`src/rtl/phy_link_pkg.sv`:
```
// Constants, encodings and timing for the link power and mode control block
// Summary of operation
// - Transmit at S100, S200, S400, S400B or S800
// - Transmit word width follows speed and protocol
// - Receive words go to link and repeat
// - Protocol select picks legacy or new interface
// - Protocol low disables BOSS arbitration and narrows the word path at S100 and S200
// - Per-port cable mode chosen automatically
// - On legacy ports pair A sets speed, pair B bias
// - Force-strobe high restricts port to legacy
// - Power-class straps default self-ID bits
// - Contender bit set only by software write
// - Indicator alone governs the link interface state
// - Inactive only after low past reset time
// - Reset state: outputs zero, request ignored
// - Past disable time also stop interface clock
// - Repeating continues in reset or disabled state
// - Indicator active again reinitializes the interface
// - Hardware reset holds interface disabled
// - Wake square wave on event while inactive
// - Wake stops when active or bus reset
// - Power-up wake pulse for power class 0-4
// - Straps load the power class field
package phy_link_pkg;

	// ------------------------------------------------------------------
	// Clock and timing
	// ------------------------------------------------------------------
	localparam int CLK_PERIOD_PS = 5000; // 200 MHz local clock
	localparam int INACT_RESET_NS = 2600; // Indicator low time before reset state
	localparam int INACT_DISABLE_NS = 26000; // Indicator low time before disabled state
	localparam int POWERUP_WAKE_US = 167; // Power-up wake duration
	localparam int WAKE_HALF_NS = 100; // Half period of the wake square wave
	// Least times round up, longest time rounds down
	localparam int INACT_RESET_CYC = (INACT_RESET_NS * 1000 + CLK_PERIOD_PS - 1) / CLK_PERIOD_PS;
	localparam int INACT_DISABLE_CYC =
		(INACT_DISABLE_NS * 1000 + CLK_PERIOD_PS - 1) / CLK_PERIOD_PS;
	localparam int POWERUP_WAKE_CYC = (POWERUP_WAKE_US * 1000000) / CLK_PERIOD_PS;
	localparam int WAKE_HALF_CYC = (WAKE_HALF_NS * 1000) / CLK_PERIOD_PS;

	// ------------------------------------------------------------------
	// Register map (byte addresses) and fields
	// ------------------------------------------------------------------
	localparam logic [7:0] REG_CTRL = 8'h00; // Control, read/write
	localparam logic [7:0] REG_STATUS = 8'h04; // Status, read only
	localparam logic [7:0] REG_SPEED = 8'h08; // Transmit speed, read/write
	localparam int CTRL_LINK_ACTIVE_CTRL_BIT = 0; // Link-active control bit
	localparam int CTRL_CONTENDER = 1; // Resource manager contender
	localparam int CTRL_INT_WAKE = 2; // PHY interrupt counts as wake event
	localparam int CTRL_PCLASS_LSB = 4; // Power class field
	localparam int STAT_STATE_LSB = 0; // Link interface state
	localparam int STAT_WAKE = 2; // Wake output active
	localparam int STAT_ACTIVE = 3; // Indicator considered active
	localparam int STAT_STRAP_LSB = 4; // Power class straps as captured
	localparam logic [2:0] PCLASS_WAKE_MAX = 3'h4; // Highest class with power-up wake

	// ------------------------------------------------------------------
	// Encodings
	// ------------------------------------------------------------------
	typedef enum logic [1:0] {
		LINK_DISABLED = 2'b00,
		LINK_RESET = 2'b01,
		LINK_NORMAL = 2'b10
	} link_state_t;

	typedef enum logic [2:0] {
		SPD_S100 = 3'b000,
		SPD_S200 = 3'b001,
		SPD_S400 = 3'b010,
		SPD_S400B = 3'b011,
		SPD_S800 = 3'b100
	} speed_t;

	localparam logic [1:0] CTL_IDLE = 2'h0; // Control lines idle
	localparam logic [1:0] CTL_RECEIVE = 2'h2; // Control lines mark receive data
	localparam logic [1:0] CTL_TRANSMIT = 2'h3; // Link drives transmit data
	localparam logic [7:0] MASK_2BIT = 8'hC0; // Two-bit path uses the top lanes
	localparam logic [7:0] MASK_4BIT = 8'hF0; // Four-bit path
	localparam logic [7:0] MASK_8BIT = 8'hFF; // Eight-bit path

endpackage

```
`src/rtl/phy_link_power_and_mode_control.sv`:
```
// Link power, interface mode and data path control of the three-port physical layer
`timescale 1ns/10ps

module phy_link_power_and_mode_control
#(
	parameter int DISABLE_CYCLES = phy_link_pkg::INACT_DISABLE_CYC,
	parameter int POWERUP_CYCLES = phy_link_pkg::POWERUP_WAKE_CYC
)
(
	input wire logic hclk,
	input wire logic hresetn,
	input wire logic hsel,
	input wire logic [31:0] haddr,
	input wire logic [1:0] htrans,
	input wire logic hwrite,
	input wire logic [2:0] hsize,
	input wire logic [31:0] hwdata,
	input wire logic hready,
	output logic hreadyout,
	output logic hresp,
	output logic [31:0] hrdata,
	input wire logic phy_link_protocol_sel,
	input wire logic link_power_indicator,
	input wire logic link_request_in,
	input wire logic [1:0] link_ctl_in,
	input wire logic [7:0] link_data_in,
	output logic [1:0] phy_link_control_lines,
	output logic [7:0] phy_data_out,
	output logic link_clk_out,
	output logic link_wake_out,
	output logic arb_request,
	input wire logic force_strobe_port0,
	input wire logic force_strobe_port1,
	input wire logic force_strobe_port2,
	input wire logic [2:0] peer_is_beta,
	input wire logic [2:0] port_active,
	input wire logic [5:0] pair_a_speed,
	input wire logic [2:0] pair_b_bias,
	input wire logic [2:0] rx_speed,
	input wire logic [1:0] rx_port,
	input wire logic rx_valid,
	input wire logic [7:0] rx_word,
	input wire logic link_on_packet,
	input wire logic phy_interrupt,
	input wire logic cable_bus_reset,
	input wire logic power_class_pin0,
	input wire logic power_class_pin1,
	input wire logic power_class_pin2,
	output logic [2:0] tx_speed,
	output logic [7:0] tx_word,
	output logic tx_valid,
	output logic [2:0] port_beta_mode,
	output logic boss_arb_enable,
	output logic [5:0] next_packet_speed,
	output logic [2:0] remote_bias_seen,
	output logic [7:0] repeat_word,
	output logic [2:0] repeat_enable,
	output logic bus_reset_req,
	output logic sid_link_active,
	output logic sid_contender,
	output logic [2:0] sid_power_class
);

	// ------------------------------------------------------------------
	// State
	// ------------------------------------------------------------------
	typedef struct packed {
		phy_link_pkg::link_state_t lstate; // Link interface state
		logic [15:0] low_cnt; // Cycles the indicator has been low
		logic pclk; // Interface clock
		logic [1:0] ctl; // Control lines to the link
		logic [7:0] dout; // Data lines to the link
		logic arb_req; // Link request passed to arbitration
		logic wake_pend; // Wake event pending
		logic pwr_on; // Power-up wake window running
		logic [15:0] pwr_cnt; // Power-up window counter
		logic [15:0] wake_cnt; // Square wave half period counter
		logic wake_sq; // Square wave level
		logic strap_done; // Straps captured after reset release
		logic [2:0] strap_pc; // Captured strap levels
		logic [2:0] pclass; // Power class field
		logic link_active_ctrl_bit; // Link-active control bit
		logic contender; // Contender bit
		logic int_wake_en; // PHY interrupt wake enable
		logic [2:0] tx_spd; // Requested transmit speed
		logic [7:0] tx_w; // Transmit word to the serializer
		logic tx_v; // Transmit word valid
		logic [2:0] beta; // Per-port beta signalling
		logic boss; // BOSS arbitration enable
		logic [5:0] nspd; // Next packet speed per port
		logic [2:0] bias; // Remote bias seen per port
		logic [7:0] rep_w; // Repeated word
		logic [2:0] rep_en; // Ports repeating
		logic bus_rst; // Bus reset request pulse
		logic sid_la; // Self-ID link-active flag
		logic [7:0] a_addr; // Latched bus address
		logic a_wr; // Latched write
		logic a_sel; // Data phase pending
		logic [31:0] rdata; // Read data
	} state_t;

	state_t st;
	state_t next_st;

	// Working signals for the combinational process
	logic ind_high;
	logic llc_active;
	logic int_wake;
	logic wake_set;
	logic wake_clr;
	logic bus_rst_evt;
	logic [7:0] tx_mask;
	logic [7:0] rx_mask;
	logic [2:0] force_strobe;
	logic [2:0] src_port;

	// ------------------------------------------------------------------
	// Word width of the parallel path
	// ------------------------------------------------------------------
	// Legacy protocol narrows the path at low speeds, the newer one is always eight bits
	function automatic logic [7:0] width_mask(input logic [2:0] spd, input logic newer);
		logic [7:0] m;
		m = phy_link_pkg::MASK_8BIT;
		if (!newer)
		begin
			case (spd)
				phy_link_pkg::SPD_S100: m = phy_link_pkg::MASK_2BIT;
				phy_link_pkg::SPD_S200: m = phy_link_pkg::MASK_4BIT;
				default: m = phy_link_pkg::MASK_8BIT;
			endcase
		end
		return m;
	endfunction

	// ------------------------------------------------------------------
	// Next state
	// ------------------------------------------------------------------
	always_comb
	begin
		next_st = st;
		force_strobe = {force_strobe_port2, force_strobe_port1, force_strobe_port0};
		ind_high = link_power_indicator;
		next_st.bus_rst = 1'b0;

		// Low time counter, cleared while the indicator is high; saturates
		if (ind_high)
		begin
			next_st.low_cnt = '0;
		end
		else if (st.low_cnt != 16'hFFFF)
		begin
			next_st.low_cnt = st.low_cnt + 16'h0001;
		end

		// Interface state follows the indicator only; the control bit plays no part
		case (st.lstate)
			phy_link_pkg::LINK_NORMAL:
			begin
				if (!ind_high && st.low_cnt > 16'(DISABLE_CYCLES))
				begin
					next_st.lstate = phy_link_pkg::LINK_DISABLED;
				end
				else if (!ind_high && st.low_cnt > 16'(phy_link_pkg::INACT_RESET_CYC))
				begin
					next_st.lstate = phy_link_pkg::LINK_RESET;
				end
			end
			phy_link_pkg::LINK_RESET:
			begin
				if (ind_high)
				begin
					next_st.lstate = phy_link_pkg::LINK_NORMAL;
				end
				else if (st.low_cnt > 16'(DISABLE_CYCLES))
				begin
					next_st.lstate = phy_link_pkg::LINK_DISABLED;
				end
			end
			default:
			begin
				// Coming back from disabled forces a bus reset so self-ID is re-sent
				if (ind_high)
				begin
					next_st.lstate = phy_link_pkg::LINK_NORMAL;
					next_st.bus_rst = 1'b1;
				end
			end
		endcase

		// Interface clock keeps running unless disabled
		if (next_st.lstate == phy_link_pkg::LINK_DISABLED)
		begin
			next_st.pclk = 1'b0;
		end
		else
		begin
			next_st.pclk = ~st.pclk;
		end

		// Transmit path from the link, width chosen by speed and protocol
		tx_mask = width_mask(st.tx_spd, phy_link_protocol_sel);
		rx_mask = width_mask(rx_speed, phy_link_protocol_sel);
		next_st.tx_w = '0;
		next_st.tx_v = 1'b0;
		next_st.arb_req = 1'b0;
		next_st.ctl = phy_link_pkg::CTL_IDLE;
		next_st.dout = '0;
		if (next_st.lstate == phy_link_pkg::LINK_NORMAL && st.lstate == phy_link_pkg::LINK_NORMAL)
		begin
			next_st.arb_req = link_request_in;
			if (link_ctl_in == phy_link_pkg::CTL_TRANSMIT)
			begin
				next_st.tx_w = link_data_in & tx_mask;
				next_st.tx_v = 1'b1;
			end
			if (rx_valid)
			begin
				next_st.ctl = phy_link_pkg::CTL_RECEIVE;
				next_st.dout = rx_word & rx_mask;
			end
		end
		// Otherwise outputs sit at zero and the request is dropped

		// Repeating on the other active ports goes on in every interface state
		src_port = 3'h0;
		if (rx_valid)
		begin
			src_port[rx_port] = 1'b1;
		end
		next_st.rep_w = rx_valid ? rx_word : 8'h00;
		next_st.rep_en = rx_valid ? (port_active & ~src_port) : 3'h0;

		// Cable side modes; forced ports never use beta signalling
		next_st.beta = peer_is_beta & ~force_strobe;
		next_st.boss = phy_link_protocol_sel;
		for (int p = 0; p < 3; p++)
		begin
			// Legacy arbitration reads speed from pair A and bias from pair B
			if (next_st.beta[p])
			begin
				next_st.nspd[2 * p +: 2] = st.nspd[2 * p +: 2];
				next_st.bias[p] = st.bias[p];
			end
			else
			begin
				next_st.nspd[2 * p +: 2] = pair_a_speed[2 * p +: 2];
				next_st.bias[p] = pair_b_bias[p];
			end
		end

		// Straps are sampled once, one clock after reset release
		if (!st.strap_done)
		begin
			next_st.strap_done = 1'b1;
			next_st.strap_pc = {power_class_pin2, power_class_pin1, power_class_pin0};
			next_st.pclass = {power_class_pin2, power_class_pin1, power_class_pin0};
			next_st.pwr_on = ({power_class_pin2, power_class_pin1, power_class_pin0}
				<= phy_link_pkg::PCLASS_WAKE_MAX);
			next_st.pwr_cnt = '0;
		end

		// Wake logic: the link is inactive if the indicator is inactive or the bit is clear
		llc_active = (st.lstate == phy_link_pkg::LINK_NORMAL) && st.link_active_ctrl_bit;
		int_wake = st.int_wake_en && phy_interrupt;
		bus_rst_evt = st.bus_rst || cable_bus_reset;
		wake_set = !llc_active && (link_on_packet || int_wake);
		wake_clr = llc_active || (bus_rst_evt && !int_wake);
		// A new event in the clearing cycle still wins
		next_st.wake_pend = wake_set || (st.wake_pend && !wake_clr);
		if (st.pwr_on && st.strap_done)
		begin
			if (llc_active || st.pwr_cnt >= 16'(POWERUP_CYCLES - 1))
			begin
				next_st.pwr_on = 1'b0;
			end
			else
			begin
				next_st.pwr_cnt = st.pwr_cnt + 16'h0001;
			end
		end

		// Square wave while any wake cause stands, low otherwise
		if (st.wake_pend || (st.pwr_on && st.strap_done))
		begin
			if (st.wake_cnt >= 16'(phy_link_pkg::WAKE_HALF_CYC - 1))
			begin
				next_st.wake_cnt = '0;
				next_st.wake_sq = ~st.wake_sq;
			end
			else
			begin
				next_st.wake_cnt = st.wake_cnt + 16'h0001;
			end
		end
		else
		begin
			next_st.wake_cnt = '0;
			next_st.wake_sq = 1'b0;
		end

		// Self-ID flag reflects whether the link can be reached
		next_st.sid_la = llc_active;

		// ------------------------------------------------------------------
		// Bus slave: zero wait states, always OKAY
		// ------------------------------------------------------------------
		next_st.a_sel = 1'b0;
		next_st.rdata = '0;
		// Write data phase
		if (st.a_sel && st.a_wr)
		begin
			if (st.a_addr == phy_link_pkg::REG_CTRL)
			begin
				next_st.link_active_ctrl_bit = hwdata[phy_link_pkg::CTRL_LINK_ACTIVE_CTRL_BIT];
				next_st.contender = hwdata[phy_link_pkg::CTRL_CONTENDER];
				next_st.int_wake_en = hwdata[phy_link_pkg::CTRL_INT_WAKE];
				next_st.pclass = hwdata[phy_link_pkg::CTRL_PCLASS_LSB +: 3];
			end
			else if (st.a_addr == phy_link_pkg::REG_SPEED)
			begin
				next_st.tx_spd = hwdata[2:0];
			end
		end
		// Address phase; read data is registered so it stands in the data phase
		if (hsel && htrans[1] && hready)
		begin
			next_st.a_sel = 1'b1;
			next_st.a_wr = hwrite;
			next_st.a_addr = haddr[7:0];
			if (!hwrite)
			begin
				if (haddr[7:0] == phy_link_pkg::REG_CTRL)
				begin
					next_st.rdata[phy_link_pkg::CTRL_LINK_ACTIVE_CTRL_BIT] = st.link_active_ctrl_bit;
					next_st.rdata[phy_link_pkg::CTRL_CONTENDER] = st.contender;
					next_st.rdata[phy_link_pkg::CTRL_INT_WAKE] = st.int_wake_en;
					next_st.rdata[phy_link_pkg::CTRL_PCLASS_LSB +: 3] = st.pclass;
				end
				else if (haddr[7:0] == phy_link_pkg::REG_STATUS)
				begin
					next_st.rdata[phy_link_pkg::STAT_STATE_LSB +: 2] = st.lstate;
					next_st.rdata[phy_link_pkg::STAT_WAKE] = st.wake_pend || st.pwr_on;
					next_st.rdata[phy_link_pkg::STAT_ACTIVE] =
						(st.lstate == phy_link_pkg::LINK_NORMAL);
					next_st.rdata[phy_link_pkg::STAT_STRAP_LSB +: 3] = st.strap_pc;
				end
				else if (haddr[7:0] == phy_link_pkg::REG_SPEED)
				begin
					next_st.rdata[2:0] = st.tx_spd;
				end
				// Unmapped addresses read as zero
			end
		end
	end

	// ------------------------------------------------------------------
	// State register
	// ------------------------------------------------------------------
	// Hardware reset leaves the interface disabled and all controls cleared
	always_ff @(posedge hclk or negedge hresetn)
	begin
		if (!hresetn)
		begin
			st <= '0;
			st.lstate <= phy_link_pkg::LINK_DISABLED;
		end
		else
		begin
			st <= next_st;
		end
	end

	// ------------------------------------------------------------------
	// Outputs straight from the state register; bus ready and response are tied off
	// ------------------------------------------------------------------
	assign hreadyout = 1'b1;
	assign hresp = 1'b0;
	assign hrdata = st.rdata;
	assign phy_link_control_lines = st.ctl;
	assign phy_data_out = st.dout;
	assign link_clk_out = st.pclk;
	assign link_wake_out = st.wake_sq;
	assign arb_request = st.arb_req;
	assign tx_speed = st.tx_spd;
	assign tx_word = st.tx_w;
	assign tx_valid = st.tx_v;
	assign port_beta_mode = st.beta;
	assign boss_arb_enable = st.boss;
	assign next_packet_speed = st.nspd;
	assign remote_bias_seen = st.bias;
	assign repeat_word = st.rep_w;
	assign repeat_enable = st.rep_en;
	assign bus_reset_req = st.bus_rst;
	assign sid_link_active = st.sid_la;
	assign sid_contender = st.contender;
	assign sid_power_class = st.pclass;

endmodule

```
`config.mk`:
```
export PLATFORM = sky130hd
export DESIGN_NAME = phy_link_power_and_mode_control
export DESIGN_NICKNAME = d
export VERILOG_FILES = /design/src/rtl/phy_link_pkg.sv /design/src/rtl/phy_link_power_and_mode_control.sv
export SDC_FILE = /design/constraint.sdc
export NUM_CORES = 1
export LEC_CHECK = 0
export BUFFER_PORTS_ARGS = -buffer_cell sky130_fd_sc_hd__buf_4
export CORE_AREA = 2 2 145 147
export DETAILED_ROUTE_END_ITERATION = 8
export DIE_AREA = 0 0 147 149
export GPL_ROUTABILITY_DRIVEN = 1
export PLACE_DENSITY = 0.56
export SLEW_MARGIN = 20
export SYNTH_ARGS = -nofsm -noshare
export SYNTH_HDL_FRONTEND = slang
export SYNTH_SLANG_ARGS = --single-unit
```
`constraint.sdc`:
```
create_clock -name hclk -period 5.5 [get_ports hclk]
set_input_delay 0.275 -clock hclk [delete_from_list [all_inputs] [get_ports hclk]]
set_output_delay 0.275 -clock hclk [all_outputs]
set_load 0.02 [all_outputs]
```
==> results.sh <==
export IMPL_worst_ep_arrival_time_ps=2860
export IMPL_yosys_most_used_dff="dfrtp_1"
export IMPL_rows=53
export IMPL_cts_tree="built"
export IMPL_grt_pass1_vias=3916
export IMPL_io_buffers=131
export IMPL_grt_usage=0.1170
export IMPL_reg2regPathDepth=7
export IMPL_cp_slowest_cell="o2111ai_1"
export IMPL_drt_iter0_markers=212
export IMPL_grt_antenna_before_repair=0
export IMPL_finalCriticalPeriod_ps=2524
export IMPL_grt_overflow_total=0
export IMPL_ys_seq_elements=129
export IMPL_layout_commonest_cell="buf_4"
export IMPL_vdd_drop_max_mv=0.2063
export IMPL_synthArstFlopShare=1.000
export IMPL_fin_cells=938
export IMPL_cts_buffer_depth=2
export IMPL_hold_path_class="in -> reg"
export IMPL_min_delay_start="rx_port[0]"
export IMPL_rr_startpoint="st[107]"
export IMPL_final_cell_mix="buf_4, dfrtp_1, nor2_1"
export IMPL_startpoint="st[107]"
export IMPL_area_delta_synth_final_pct=24.00
export IMPL_fin_skew_ps=7.404
export IMPL_cp_required_ps=5830
export IMPL_max_slew_margin=0.4140
export IMPL_crit_type="reg -> reg"
export IMPL_die_area_sq_mm=0.02190
export IMPL_tightest_slew_ps=878.2
export IMPL_crit_chain="ha_1 > a21oi_1 > o21ai_0 > a21oi_1 > o2111ai_1 > or3_1 > a21oi_1"
export IMPL_totalWireLength_um=12470
export IMPL_nNetsFinal=782
export IMPL_finalCritPeriodShare=0.4589
export IMPL_core_area_sq_mm=0.02056
export IMPL_tns_ps=0
export IMPL_avgSynthCellArea_sq_um=10.91
export IMPL_clockRootBuffer="clkbuf_16"
export IMPL_cp_end_kind="flip-flop"
export IMPL_drive_gt1_frac=0.3047
export IMPL_drt_wirelength_per_cell_um=13.29
export IMPL_chipHeight_um=149
export IMPL_rr_endpoint="st[121]"
export IMPL_place_gp_congestion=0.7545
export IMPL_ys_warn_count=0
export IMPL_fmaxAchievable_mhz=396.2
export IMPL_synth_cell_type_count=51
export IMPL_path_max_fanout=12
export IMPL_synth_area_sq_mm=0.006036
export IMPL_drt_drc_violations_left=0
export IMPL_hold_depth=2
export IMPL_viasPerCell=4.338
export IMPL_status="finished, final reports clean"
export IMPL_clk_latency_ps=420
export IMPL_slew_violations=0
export IMPL_maxCapViolCount=0
export IMPL_start_util=0.2936
export IMPL_path_clk_slew_ps=60
export IMPL_vias=4069
export IMPL_ant_nets=0
export IMPL_syn_inst=553
export IMPL_max_stage_delay_ps=490
export IMPL_io_pins=214
export IMPL_synth_edff_count=0
export IMPL_grt_max_degree=78
export IMPL_hold_viol=0
export IMPL_power_density_mw_per_mm2=346.6
export IMPL_holdWs_ps=51.99
export IMPL_setup_viol=0
export IMPL_grt_setup_unrepaired="false"
export IMPL_die_x_um=147
export IMPL_cts_resized=0
export IMPL_critical_path_buf_inv_count=0
export IMPL_diodes=0
export IMPL_rrSetupSlack_ps=2980
export IMPL_place_hpwl_um=8954
export IMPL_cts_sinks=129
export IMPL_power_leakage_nw=3.529
export IMPL_crit_family="compound AO/OA/AOI/OAI gates"
export IMPL_startpoint_type="flip-flop"
export IMPL_drt_pass1_iter_count=4
export IMPL_cts_made_buffers=17
export IMPL_placed_cells=905
export IMPL_dp_slack_ps=2998
export IMPL_min_to="repeat_enable[1]"
export IMPL_grt_pass1_wl_um=20130
export IMPL_utilization=0.3641
export IMPL_fin_ws_ps=2976
export IMPL_htreeDepth=4
export IMPL_crit_path_frequent_cell="a21oi_1"
export IMPL_synth_seq_area_share=0.5348
==> state kept, by name (all words and copies together), names as in the netlist <==
name and count:
arb_request 1, boss_arb_enable 1, bus_reset_req 1, hrdata 7
link_clk_out 1, link_wake_out 1, next_packet_speed 6, phy_data_out 8
phy_link_control_lines 1, port_beta_mode 3, remote_bias_seen 3, repeat_enable 3
repeat_word 8, sid_contender 1, sid_link_active 1, sid_power_class 3
st 68, tx_speed 3, tx_valid 1, tx_word 8
==> what timing repair did <==
action,in CTS,in global routing
endpoints found under the hold margin,1,76
setup buffers,0,0
hold buffers,1,1
==> cells in the mapped netlist (all sizes together), types with 2 or more instances <==
master / instances / area (sq um)
o211ai: 7 / 52.55
and4: 4 / 35.03
nor2b: 10 / 62.56
clkbuf: 12 / 46.29
o21bai: 3 / 22.52
nor2: 49 / 183.9
a21oi: 16 / 80.08
conb: 2 / 7.510
and2: 15 / 93.84
a31oi: 5 / 31.28
nor4: 10 / 98.84
ha: 6 / 75.07
or3: 8 / 50.05
o21a: 3 / 22.52
and3: 9 / 56.30
mux2i: 8 / 80.08
or2: 2 / 12.51
xnor2: 8 / 70.07
nor3b: 7 / 52.55
buf: 82 / 619.3
nand2: 25 / 93.84
inv: 18 / 67.56
nor3: 12 / 60.06
o211a: 2 / 20.02
nand4: 5 / 31.28
nand2b: 3 / 18.77
or4: 2 / 15.01
o21ai: 18 / 90.08
dfrtp: 129 / 3228
mux2: 28 / 315.3
xor2: 9 / 78.83
o31ai: 6 / 45.04
nand3: 18 / 95.09
==> logic make-up after synthesis <==
| group | Yosys count | share of synthesized area |
|---|---|---|
| other | 2 | 0.001244 |
| AOI/OAI and AO/OA | 70 | 0.07712 |
| xor gates and xnor gates | 17 | 0.02467 |
| adders and majority gates | 6 | 0.01244 |
| and+or+nand+nor | 181 | 0.1627 |
| muxes | 36 | 0.06551 |
| DFF | 129 | 0.5348 |
| buffers and inverters | 112 | 0.1215 |
==> how the worst max path moves through the flow <==
stage | cells after the start | endpoint | slack, ps
after floorplan | 6 | link_clk_out | 3430
after global placement | 7 | st[119] | 2990
final | 7 | st[121] | 2980
after global routing | 7 | st[115] | 2660
after detailed placement | 7 | st[119] | 3000
after CTS | 7 | st[121] | 2960
==> power by group <==
part,leakage (nW),internal (mW),switching [mW]
Combinational,1.56,0.161,0.215
Clock,0.296,0.718,0.435
Sequential,1.67,1.02,0.0410
==> per-layer routing <==
layer | track usage | vias to the layer above | routed length [um]
li1 | - | 1976 | -
met1 | 0.1570 | 1971 | 5757
met2 | 0.1800 | 107 | 5789
met3 | 0.03364 | 15 | 760
met4 | 0.04471 | 0 | 160
met5 | 0 | - | 0
==> layout make-up <==
cell class,count,area [sq um]
sequential,129,3228
clock inverter,14,180.2
timing repair buffer,135,1022
multi-input combinational,350,2217
fill,2090,13070
tap,275,344.1
clock buffer,17,425.4
inverter,18,67.56
==> per-stage QoR <==
stage | total power [mW] | area, sq um
after floorplan | 1.354 | 6178
after global placement | 1.463 | 6855
after detailed placement | 1.467 | 6855
after CTS | 2.639 | 7471
after global routing | 2.722 | 7485
final | 2.595 | 7485
Power figures use the tool's default switching activity.
